===== config.mk =====
export PLATFORM = sky130hd
export DESIGN_NAME = lcdcm_common_power
export DESIGN_NICKNAME = d
export VERILOG_FILES = /design/src/rtl/lcdcm_common_power.v
export VERILOG_INCLUDE_DIRS = /design/src /design/src/common
export SDC_FILE = /design/constraint.sdc
export NUM_CORES = 1
export LEC_CHECK = 0
export BUFFER_PORTS_ARGS = -buffer_cell sky130_fd_sc_hd__buf_4
export CELL_PAD_IN_SITES_DETAIL_PLACEMENT = 1
export CELL_PAD_IN_SITES_GLOBAL_PLACEMENT = 1
export CORE_MARGIN = 3
export CORE_UTILIZATION = 42
export DETAILED_ROUTE_END_ITERATION = 8
export PLACE_DENSITY_LB_ADDON = 0.1
export SYNTH_ARGS = -nofsm -noshare
export SYNTH_HDL_FRONTEND = slang
export SYNTH_SLANG_ARGS = --single-unit

===== constraint.sdc =====
create_clock -name i_clk -period 6.6 [get_ports i_clk]
set_clock_uncertainty 0.15 [all_clocks]
set_input_delay 0.66 -clock i_clk [delete_from_list [all_inputs] [get_ports i_clk]]
set_output_delay 0.66 -clock i_clk [all_outputs]
set_load 0.01 [all_outputs]

===== src/common/lcdcm_defines.vh =====
// constants for the lcd common map and power control block
`ifndef LCDCM_DEFINES_VH
`define LCDCM_DEFINES_VH
// instruction opcodes; power and divider are upper five bits, the rest full bytes, scan and bias with masks
`define LCDCM_OP_POWER      5'h05
`define LCDCM_OP_DIVIDER    5'h04
`define LCDCM_OP_CONTRAST   8'h81
`define LCDCM_OP_SCAN_MASK  8'hF0
`define LCDCM_OP_SCAN       8'hC0
`define LCDCM_OP_BIAS_MASK  8'hFE
`define LCDCM_OP_BIAS       8'hA2
`define LCDCM_OP_RESET      8'hE2
// reset values
`define LCDCM_RST_POWER     3'h0
`define LCDCM_RST_DIVIDER   3'h4
`define LCDCM_RST_CONTRAST  6'h20
// duty codes
`define LCDCM_DUTY_33       2'h0
`define LCDCM_DUTY_49       2'h1
`define LCDCM_DUTY_55       2'h2
`define LCDCM_DUTY_65       2'h3
// logical lines in lower half per duty
`define LCDCM_HALF_33       7'h10
`define LCDCM_HALF_49       7'h18
`define LCDCM_HALF_55       7'h1B
`define LCDCM_HALF_65       7'h20
// channel counts
`define LCDCM_NUM_COM       64
`define LCDCM_NUM_SEG       132
`endif


===== src/rtl/lcdcm_common_power.v =====
// common map, power enable, contrast and divider control of the lcd driver
`timescale 1ns/1ps
`include "lcdcm_defines.vh"
module lcdcm_common_power (
   input  wire         i_clk,
   input  wire         i_rst_b,
   input  wire         i_cmd_valid,
   input  wire [7:0]   i_cmd_data,
   input  wire         i_master,
   input  wire         i_duty_sel_hi,
   input  wire         i_duty_sel_lo,
   input  wire         i_internal_divider_strap,
   input  wire         i_high_power_strap_n,
   input  wire         i_frame_start,
   input  wire         i_frame_polarity,
   input  wire [5:0]   i_line_index,
   input  wire         i_line_active,
   input  wire [131:0] i_seg_data,
   input  wire [1:0]   i_icon_data,
   output reg  [63:0]  o_com_select,
   output reg  [63:0]  o_com_level,
   output reg  [1:0]   o_icon_common,
   output reg  [131:0] o_seg_level,
   output reg          o_converter_enable,
   output reg          o_regulator_enable,
   output reg          o_follower_enable,
   output reg  [5:0]   o_contrast_level,
   output reg  [2:0]   o_divider_ratio_select,
   output reg  [6:0]   o_divider_gain_x10,
   output reg          o_internal_divider,
   output reg          o_high_power,
   output reg  [1:0]   o_duty,
   output reg  [3:0]   o_bias_den
);

//------------------------------------------------------------
// strap synchronisers
//------------------------------------------------------------
reg [2:0] duty_hi_s, duty_lo_s, intr_s, hpm_s, mst_s;
reg       duty_hi, duty_lo, intr, hpm_n, mst;

// three stages, change accepted when stages two and three agree
always @(posedge i_clk or negedge i_rst_b) begin
   if (!i_rst_b) begin
      duty_hi_s <= 3'h0;
      duty_lo_s <= 3'h0;
      intr_s    <= 3'h0;
      hpm_s     <= 3'h7;
      mst_s     <= 3'h0;
      duty_hi   <= 1'b0;
      duty_lo   <= 1'b0;
      intr      <= 1'b0;
      hpm_n     <= 1'b1;
      mst       <= 1'b0;
   end else begin
      duty_hi_s <= {duty_hi_s[1:0], i_duty_sel_hi};
      duty_lo_s <= {duty_lo_s[1:0], i_duty_sel_lo};
      intr_s    <= {intr_s[1:0], i_internal_divider_strap};
      hpm_s     <= {hpm_s[1:0], i_high_power_strap_n};
      mst_s     <= {mst_s[1:0], i_master};
      if (duty_hi_s[1] == duty_hi_s[2]) duty_hi <= duty_hi_s[2];
      if (duty_lo_s[1] == duty_lo_s[2]) duty_lo <= duty_lo_s[2];
      if (intr_s[1] == intr_s[2]) intr <= intr_s[2];
      if (hpm_s[1] == hpm_s[2]) hpm_n <= hpm_s[2];
      if (mst_s[1] == mst_s[2]) mst <= mst_s[2];
   end
end

//------------------------------------------------------------
// instruction registers
//------------------------------------------------------------
reg [2:0] power_bits;
reg [5:0] contrast_level;
reg [2:0] divider_ratio_select;
reg       common_scan_reverse;
reg       bias_alt;
reg       contrast_pending;

// decode of instruction bytes, second byte after contrast opcode is data
always @(posedge i_clk or negedge i_rst_b) begin
   if (!i_rst_b) begin
      power_bits           <= `LCDCM_RST_POWER;
      contrast_level       <= `LCDCM_RST_CONTRAST;
      divider_ratio_select <= `LCDCM_RST_DIVIDER;
      common_scan_reverse  <= 1'b0;
      bias_alt             <= 1'b0;
      contrast_pending     <= 1'b0;
   end else if (i_cmd_valid) begin
      contrast_pending <= 1'b0;
      if (contrast_pending) begin
         contrast_level <= i_cmd_data[5:0];
      end else if (i_cmd_data == `LCDCM_OP_CONTRAST) begin
         contrast_pending <= 1'b1;
      end else if (i_cmd_data == `LCDCM_OP_RESET) begin
         contrast_level       <= `LCDCM_RST_CONTRAST;
         divider_ratio_select <= `LCDCM_RST_DIVIDER;
         common_scan_reverse  <= 1'b0;
      end else if (i_cmd_data[7:3] == `LCDCM_OP_POWER) begin
         power_bits <= i_cmd_data[2:0];
      end else if (i_cmd_data[7:3] == `LCDCM_OP_DIVIDER) begin
         divider_ratio_select <= i_cmd_data[2:0];
      end else if ((i_cmd_data & `LCDCM_OP_SCAN_MASK) == `LCDCM_OP_SCAN) begin
         common_scan_reverse <= i_cmd_data[3];
      end else if ((i_cmd_data & `LCDCM_OP_BIAS_MASK) == `LCDCM_OP_BIAS) begin
         bias_alt <= i_cmd_data[0];
      end
   end
end

//------------------------------------------------------------
// frame-aligned scan settings
//------------------------------------------------------------
reg       scan_rev_f;
reg [1:0] duty_f;

// latch direction and duty only at a frame start
always @(posedge i_clk or negedge i_rst_b) begin
   if (!i_rst_b) begin
      scan_rev_f <= 1'b0;
      duty_f     <= `LCDCM_DUTY_33;
   end else if (i_frame_start) begin
      scan_rev_f <= common_scan_reverse;
      duty_f     <= {duty_hi, duty_lo};
   end
end

//------------------------------------------------------------
// common pin mapping
//------------------------------------------------------------
function [6:0] half_of;
   input [1:0] d;
   begin
      case (d)
         `LCDCM_DUTY_33: half_of = `LCDCM_HALF_33;
         `LCDCM_DUTY_49: half_of = `LCDCM_HALF_49;
         `LCDCM_DUTY_55: half_of = `LCDCM_HALF_55;
         default:        half_of = `LCDCM_HALF_65;
      endcase
   end
endfunction

wire [6:0] half    = half_of(duty_f);
wire [6:0] nlines  = {half[5:0], 1'b0};
wire [6:0] line_in = {1'b0, i_line_index};
// reversed order counts logical lines from the far end
wire [6:0] logical = scan_rev_f ? (nlines - 7'h01 - line_in) : line_in;
// lower half on lowest pins, upper half ends at pin 63
wire [6:0] pin     = (logical < half) ? logical :
                     (logical + 7'h40 - nlines);
wire       in_range = i_line_active && (line_in < nlines);

genvar g;
// each physical common selected when its pin matches the scanned line
generate
   for (g = 0; g < `LCDCM_NUM_COM; g = g + 1) begin : g_com
      always @(posedge i_clk or negedge i_rst_b) begin
         if (!i_rst_b) begin
            o_com_select[g] <= 1'b0;
            o_com_level[g]  <= 1'b0;
         end else begin
            o_com_select[g] <= in_range && (pin == g);
            o_com_level[g]  <= (in_range && (pin == g)) ^ i_frame_polarity;
         end
      end
   end
endgenerate

//------------------------------------------------------------
// segment and icon drive, power and analog control outputs
//------------------------------------------------------------
// drive level from pixel and polarity; decoded power and divider controls
always @(posedge i_clk or negedge i_rst_b) begin
   if (!i_rst_b) begin
      o_seg_level            <= {`LCDCM_NUM_SEG{1'b0}};
      o_icon_common          <= 2'h0;
      o_converter_enable     <= 1'b0;
      o_regulator_enable     <= 1'b0;
      o_follower_enable      <= 1'b0;
      o_contrast_level       <= `LCDCM_RST_CONTRAST;
      o_divider_ratio_select <= `LCDCM_RST_DIVIDER;
      o_divider_gain_x10     <= 7'h32;
      o_internal_divider     <= 1'b0;
      o_high_power           <= 1'b0;
      o_duty                 <= `LCDCM_DUTY_33;
      o_bias_den             <= 4'h6;
   end else begin
      o_seg_level        <= i_seg_data ^ {`LCDCM_NUM_SEG{i_frame_polarity}};
      o_icon_common      <= i_icon_data ^ {2{i_frame_polarity}};
      o_converter_enable <= mst & power_bits[2];
      o_regulator_enable <= mst & power_bits[1];
      o_follower_enable  <= mst & power_bits[0];
      o_contrast_level       <= contrast_level;
      o_divider_ratio_select <= divider_ratio_select;
      // gain times ten is 30 plus five per code step, 64 at the top code
      o_divider_gain_x10 <= (divider_ratio_select == 3'h7) ? 7'h40 :
                            (7'h1E + {2'b00, divider_ratio_select, 2'b00} +
                             {4'h0, divider_ratio_select});
      o_internal_divider <= intr;
      o_high_power       <= ~hpm_n;
      o_duty             <= duty_f;
      case (duty_f)
         `LCDCM_DUTY_33: o_bias_den <= bias_alt ? 4'h5 : 4'h6;
         `LCDCM_DUTY_49: o_bias_den <= bias_alt ? 4'h6 : 4'h8;
         `LCDCM_DUTY_55: o_bias_den <= bias_alt ? 4'h6 : 4'h8;
         default:        o_bias_den <= bias_alt ? 4'h7 : 4'h9;
      endcase
   end
end

endmodule


== Yosys cells after proc, flatten, opt, wreduce, memory -nomap -nowiden ==
Index checks and enable logic that the tools add are counted.

* Register bits after elaboration: 327
* Input bits: 159
* Word-level logic and storage cells: 418

* Add/sub/neg operators: 6
* Magnitude comparators: 2
* Eq/ne operators: 80
* Muxes and demuxes: 20
* Bitwise gates (word level): 76
* Reductions and logical operators: 76

{| class="wikitable"
|+ Operators by type and width
! cell !! count
|-
| equality test 7 x 6 -> 1 bit (second input constant) || 32
|-
| XOR 132 bit || 1
|-
| equality test 7 x 5 -> 1 bit (second input constant) || 16
|-
| logical AND 1 bit || 65
|-
| XOR 1 bit || 64
|-
| equality test 7 x 4 -> 1 bit (second input constant) || 8
|-
| equality test 7 x 3 -> 1 bit (second input constant) || 4
|-
| 2-to-1 mux 7 bit || 3
|-
| 2-to-1 mux 6 bit || 3
|-
| one-hot mux 6 bit (3 select lines) || 1
|-
| equality test 8 bit (second input constant) || 2
|-
| equality test 7 x 2 -> 1 bit (second input constant) || 2
|-
| equality test 5 x 3 -> 1 bit (second input constant) || 2
|-
| AND reduction 5 bit || 2
|-
| 2-to-1 mux 3 bit || 3
|-
| 2-to-1 mux 4 bit || 2
|-
| one-hot mux 4 bit (2 select lines) || 1
|-
| AND reduction 8 bit || 1
|-
| adder 6 x 3 -> 7 bit || 1
|-
| adder 7 bit (second input constant) || 1
|-
| equality test 7 x 1 -> 1 bit (second input constant) || 1
|-
| equality test 7 bit (second input constant) || 1
|-
| logical NOT 7 bit || 1
|-
| less-than comparator 6 x 7 -> 1 bit || 1
|-
| other kinds (21) || 42
|}

== Depth between registers and ports, before layout ==
* Depth after elaboration: 11
* Gate-level depth with buffers: 19
* Mapped depth without buffers: 17

== Least setup slack after synthesis ==
OpenSTA, ideal clock, no wires.

* Path type: register to register
* Start point: reg duty_f[0]
* End point: reg o_com_level[39]
* Library setup time: 0.152 ns
* Arrival: 3.780 ns
* Data required time: 6.298 ns
* Path slack: 2.518 ns
* Cell stages (with the launch flop): 19
* Path buffers: 2
* Period minus slack after synthesis: 4.082 ns
* Path through: dfrtp_1 > inv_1 > ha_1 > inv_1 > ha_1 > ha_1 > o211a_1 > or3_1 > a31oi_2 > inv_2 > ha_1 > a2111oi_4 > a31o_2 > nand3_1 > buf_4 > a32oi_2 > or2_2 > buf_2 > o211ai_1

* Longest elaborated chain between the ends: 11
* Elaborated cells between the ends (all ways): 16

{| class="wikitable"
|+ Ends and longest elaborated chain
! item !! RTL line !! text
|-
| start: declaration || lcdcm_common_power.v:114 || <nowiki>reg [1:0] duty_f;</nowiki>
|-
| start signal: assignment || lcdcm_common_power.v:120 || <nowiki>duty_f <= `LCDCM_DUTY_33;</nowiki>
|-
| start signal: assignment || lcdcm_common_power.v:123 || <nowiki>duty_f <= {duty_hi, duty_lo};</nowiki>
|-
| equality test 2 bit (tied with other cells) || lcdcm_common_power.v:133 || <nowiki>case (d)</nowiki>
|-
| one-hot mux 6 bit (3 select lines) * || lcdcm_common_power.v:133 ||
|-
| subtractor 7 x 1 -> 7 bit || lcdcm_common_power.v:146 || <nowiki>wire [6:0] logical = scan_rev_f ? (nlines - 7'h01 - line_in) : line_in;</nowiki>
|-
| subtractor 7 x 6 -> 7 bit || lcdcm_common_power.v:146 ||
|-
| 2-to-1 mux 7 bit || lcdcm_common_power.v:146 ||
|-
| adder 7 bit || lcdcm_common_power.v:149 || <nowiki>(logical + 7'h40 - nlines);</nowiki>
|-
| subtractor 7 bit || lcdcm_common_power.v:149 ||
|-
| 2-to-1 mux 7 bit || lcdcm_common_power.v:148 || <nowiki>wire [6:0] pin = (logical < half) ? logical :</nowiki>
|-
| equality test 7 x 6 -> 1 bit || lcdcm_common_power.v:162 || <nowiki>o_com_level[g] <= (in_range && (pin == g)) ^ i_frame_polarity;</nowiki>
|-
| logical AND 1 bit * || lcdcm_common_power.v:162 ||
|-
| XOR 1 bit * || lcdcm_common_power.v:162 ||
|-
| end signal: indexed assignment || lcdcm_common_power.v:162 ||
|-
| end: declaration || lcdcm_common_power.v:21 || <nowiki>output reg [63:0] o_com_level,</nowiki>
|}

Every way passes the cells marked *; elsewhere a longest branch is shown, timed or not.
A chain may end at the register's enable or synchronous reset.

== Worst setup path after layout ==
* Start point: reg duty_f[0]
* End point: reg o_com_level[12]

* Longest elaborated chain between the ends: 11
* Elaborated cells between the ends (all ways): 16

{| class="wikitable"
|+ Ends and longest elaborated chain
! item !! RTL line
|-
| equality test 2 bit (tied with other cells) || lcdcm_common_power.v:133
|-
| one-hot mux 6 bit (3 select lines) * || lcdcm_common_power.v:133
|-
| subtractor 7 x 1 -> 7 bit || lcdcm_common_power.v:146
|-
| subtractor 7 x 6 -> 7 bit || lcdcm_common_power.v:146
|-
| 2-to-1 mux 7 bit || lcdcm_common_power.v:146
|-
| adder 7 bit || lcdcm_common_power.v:149
|-
| subtractor 7 bit || lcdcm_common_power.v:149
|-
| 2-to-1 mux 7 bit || lcdcm_common_power.v:148
|-
| equality test 7 x 4 -> 1 bit || lcdcm_common_power.v:162
|-
| logical AND 1 bit * || lcdcm_common_power.v:162
|-
| XOR 1 bit * || lcdcm_common_power.v:162
|}

Marked as above.

==> results.yml <==
outcome:
  status: "complete, no violations"
worst_setup_path:
  path_class: "reg2reg"
  cp-start-kind: "flip-flop"
  cp_max_fo: 20
  cp_slowest_stage_delay_ps: 870
  worstPathArrival_ps: 5620
  path_common_cell: "ha_1"
  crit_path_end_kind: "flip-flop"
  r2r_cells: 16
  path_depth: 16
  path_delay_family: "compound AO/OA/AOI/OAI gates"
  cp_num_buf_inv: 3
  crit_chain: "inv_1 -> ha_1 -> inv_1 -> ha_1 -> ha_1 -> o211a_1 -> or3_1 -> a31oi_2 -> inv_2 -> ha_1 -> a2111oi_4 -> a31o_2 -> nand3_1 -> a32oi_2 -> nand2_1 -> o211ai_1"
  slowest_stage: "a32oi_2"
  required_ps: 6870
clock_network:
  hold_buffers: 0
  cts.repair.resized: 0
  cts.root.buffer_cell: "clkbuf_16"
  cts_buffers: 36
  htreeDepth: 2
  cts.sinks: 327
  worstSkewPairLatency_ps: 510
  post_cts_buffers: 0
  clk_pin_slew_ps: 60
  clockBufferDepth: 3
  cts_tree: "done"
synthesis:
  synth_top_cells_by_count: "dfrtp_1 (314), xor2_1 (138), nor2_1 (79)"
  synth_top_area_share_pct: 63.7
  async_flop_share_pct: 100
  yosysWarnings: 0
  synth_ff_type: "dfrtp_1"
  post-synth-top-count-cell: "dfrtp_1"
  synthCells: 892
  synth_area_leaders: "dfrtp_1 (64%), xor2_1 (9.8%), o211ai_1 (3.5%), dfstp_2 (2.8%), ha_1 (2.7%)"
  synth_edf_count: 0
  synth_cell_types: 66
  synth_area_sq_um: 12300
  synth_top_area_cell: "dfrtp_1"
  synth_seq_cells: 327
  seq_area_frac_synth_pct: 66.5
  syn_nets: 1082
  syn_avg_cell_area_sq_um: 13.8
timing:
  setup_viol: 0
  hold_viol: 0
  fmax_ghz: 0.187
  period_needed_ps: 5360
  slew_viol_final: 0
  tightest_slew_ps: 960
  fin_setup_tns_ps: 0
  relSlewSlack_pct: 36.0
  period_share_pct: 81.2
  rsz0062_at_grt: "no"
drt:
  vias: 8723
  wl_per_cell_microns: 22.7
  drtIter0Drc: 534
  dr.pass1.iters: 4
  drc: 0
  routed_via_density: 4.97
  wirelength_mm: 39.8
  drt.antenna.violating_nets: 0
die:
  die_area_sq_um: 31400
  ioPinCount: 448
  die-height_microns: 177
  core_area_sq_um: 28800
  fp.dieW_microns: 177
  rows: 62
  start_util_pct: 42.8
grt:
  antenna_found_initial: 0
  grt_max_degree: 142
  grt_pass1_wl_mm: 58.5
  grt_pass1_vias: 9508
  grt_use_total_pct: 24.7
  grt_overflow: 0
place:
  port_buffers: 447
  dp_hpwl_mm: 29.1
  gp_congestion: 0.801
finish:
  syn_to_final_growth_pct: 39.2
  layout.nets: 1533
  layout-drive-gt1-share_pct: 41.6
  antennaDiodeCount: 0
power:
  power.density_nw_per_um2: 334
  irDropWorstVdd_v: 0.000216
  finalPower_mw: 5.74
  p_leak_nw: 8.23
min_path:
  hold_path.class: "in2async"
run:
  cap_violations: 0
metal layers:
layer | share of wire, % | wire length, microns | global-route usage (%) | vias to the layer above
met4 | 2.3 | 928 | 5.76 | 0
met2 | 50 | 20100 | 42.1 | 343
met5 | 0 | 0 | 0 | -
li1 | - | - | - | 3883
met3 | 8.5 | 3390 | 7.89 | 58
met1 | 39 | 15400 | 30.7 | 4439
worst register-to-register path: stages (launching register included):
cell	delay [ps]
dfrtp_1	400
inv_1	130
ha_1	170
inv_1	80
ha_1	300
ha_1	220
o211a_1	240
or3_1	320
a31oi_2	340
inv_2	140
ha_1	260
a2111oi_4	280
a31o_2	220
nand3_1	570
a32oi_2	870
nand2_1	360
o211ai_1	210
report_power, final:
part           total [mW]  switching (mW)  internal [mW]
sequential           2.36           0.115           2.25
clock                1.91           0.793           1.12
combinational        1.46           0.891          0.574
cell families after synthesis:
| logic type | count (synthesis) | synth area share (%) |
|---|---|---|
| xor gates and xnor gates | 144 | 10.3 |
| adders and majority gates | 36 | 3.80 |
| AOI/OAI and AO/OA | 141 | 9.59 |
| DFF | 327 | 66.5 |
| buffers and inverters | 72 | 2.61 |
| muxes | 7 | 0.670 |
| and+or+nand+nor | 165 | 6.53 |
sequential cells by signal, indices dropped and copies added (netlist names), 2 cells and up:
name,cells
o_duty,2
power_bits,3
o_icon_common,2
duty_lo_s,3
mst_s,3
o_divider_ratio_select,3
o_com_level,64
o_contrast_level,6
intr_s,3
o_bias_den,4
contrast_level,6
hpm_s,3
divider_ratio_select,3
duty_hi_s,3
o_divider_gain_x10,7
duty_f,2
o_seg_level,132
o_com_select,64
worst paths after layout:
kind / startpoint / end / slack, ps
setup / recovery: duty_f[0] / o_com_level[12] / 1240
hold / removal: i_rst_b / o_seg_level[72] / 40
setup reg to reg: duty_f[0] / o_com_level[12] / 1240
hold reg to reg: intr_s[0] / intr_s[1] / 200
max in group asynchronous: i_rst_b / o_seg_level[106] / 4780
min in group i_clk: i_high_power_strap_n / hpm_s[0] / 100
through the flow:
step	setup slack, ps	util (%)	instances	hold slack, ps	cell area (sq um)
6_report	1240	59.6	1755	38.6	17200
4_1_cts	1250	59.6	1755	83.4	17200
3_5_place_dp	1210	55.7	1689	189	16000
3_3_place_gp	1400	55.7	1689	183	16000
5_1_grt	742	59.6	1755	84.2	17200
2_1_floorplan	2520	-	892	181	12300
cell type report:
type	count	area, sq um
fillers	2948	11600
multi-input cells	493	3810
clock buffers	58	1070
inverters	31	116
clock inverters	8	51.3
well taps	384	480
flip-flops and latches	327	8200
repair buffers	454	3430
cells in the final DEF, fill, tap and decap left out, drive strengths merged, types with 3 or more instances in the layout:
cell type,synthesis,final
buf,27,453
dfrtp,314,314
xor2,138,138
nor2,79,79
o211ai,73,73
clkbuf,14,59
inv,31,34
nand2,28,28
ha,27,27
o21ai,16,16
dfstp,13,13
a21oi,10,10
nor3,9,9
nand2b,8,8
o21a,8,8
or2,8,8
mux2,7,7
or3,6,6
xnor2,6,6
a22oi,6,6
nand3,5,5
a22o,5,5
maj3,5,5
clkinv,0,5
a32oi,4,4
and2,4,4
fa,4,4
or4,4,4
nor4b,4,4
nand4,3,3
a211oi,3,3
No activity file was read; power rests on OpenSTA's default activity.
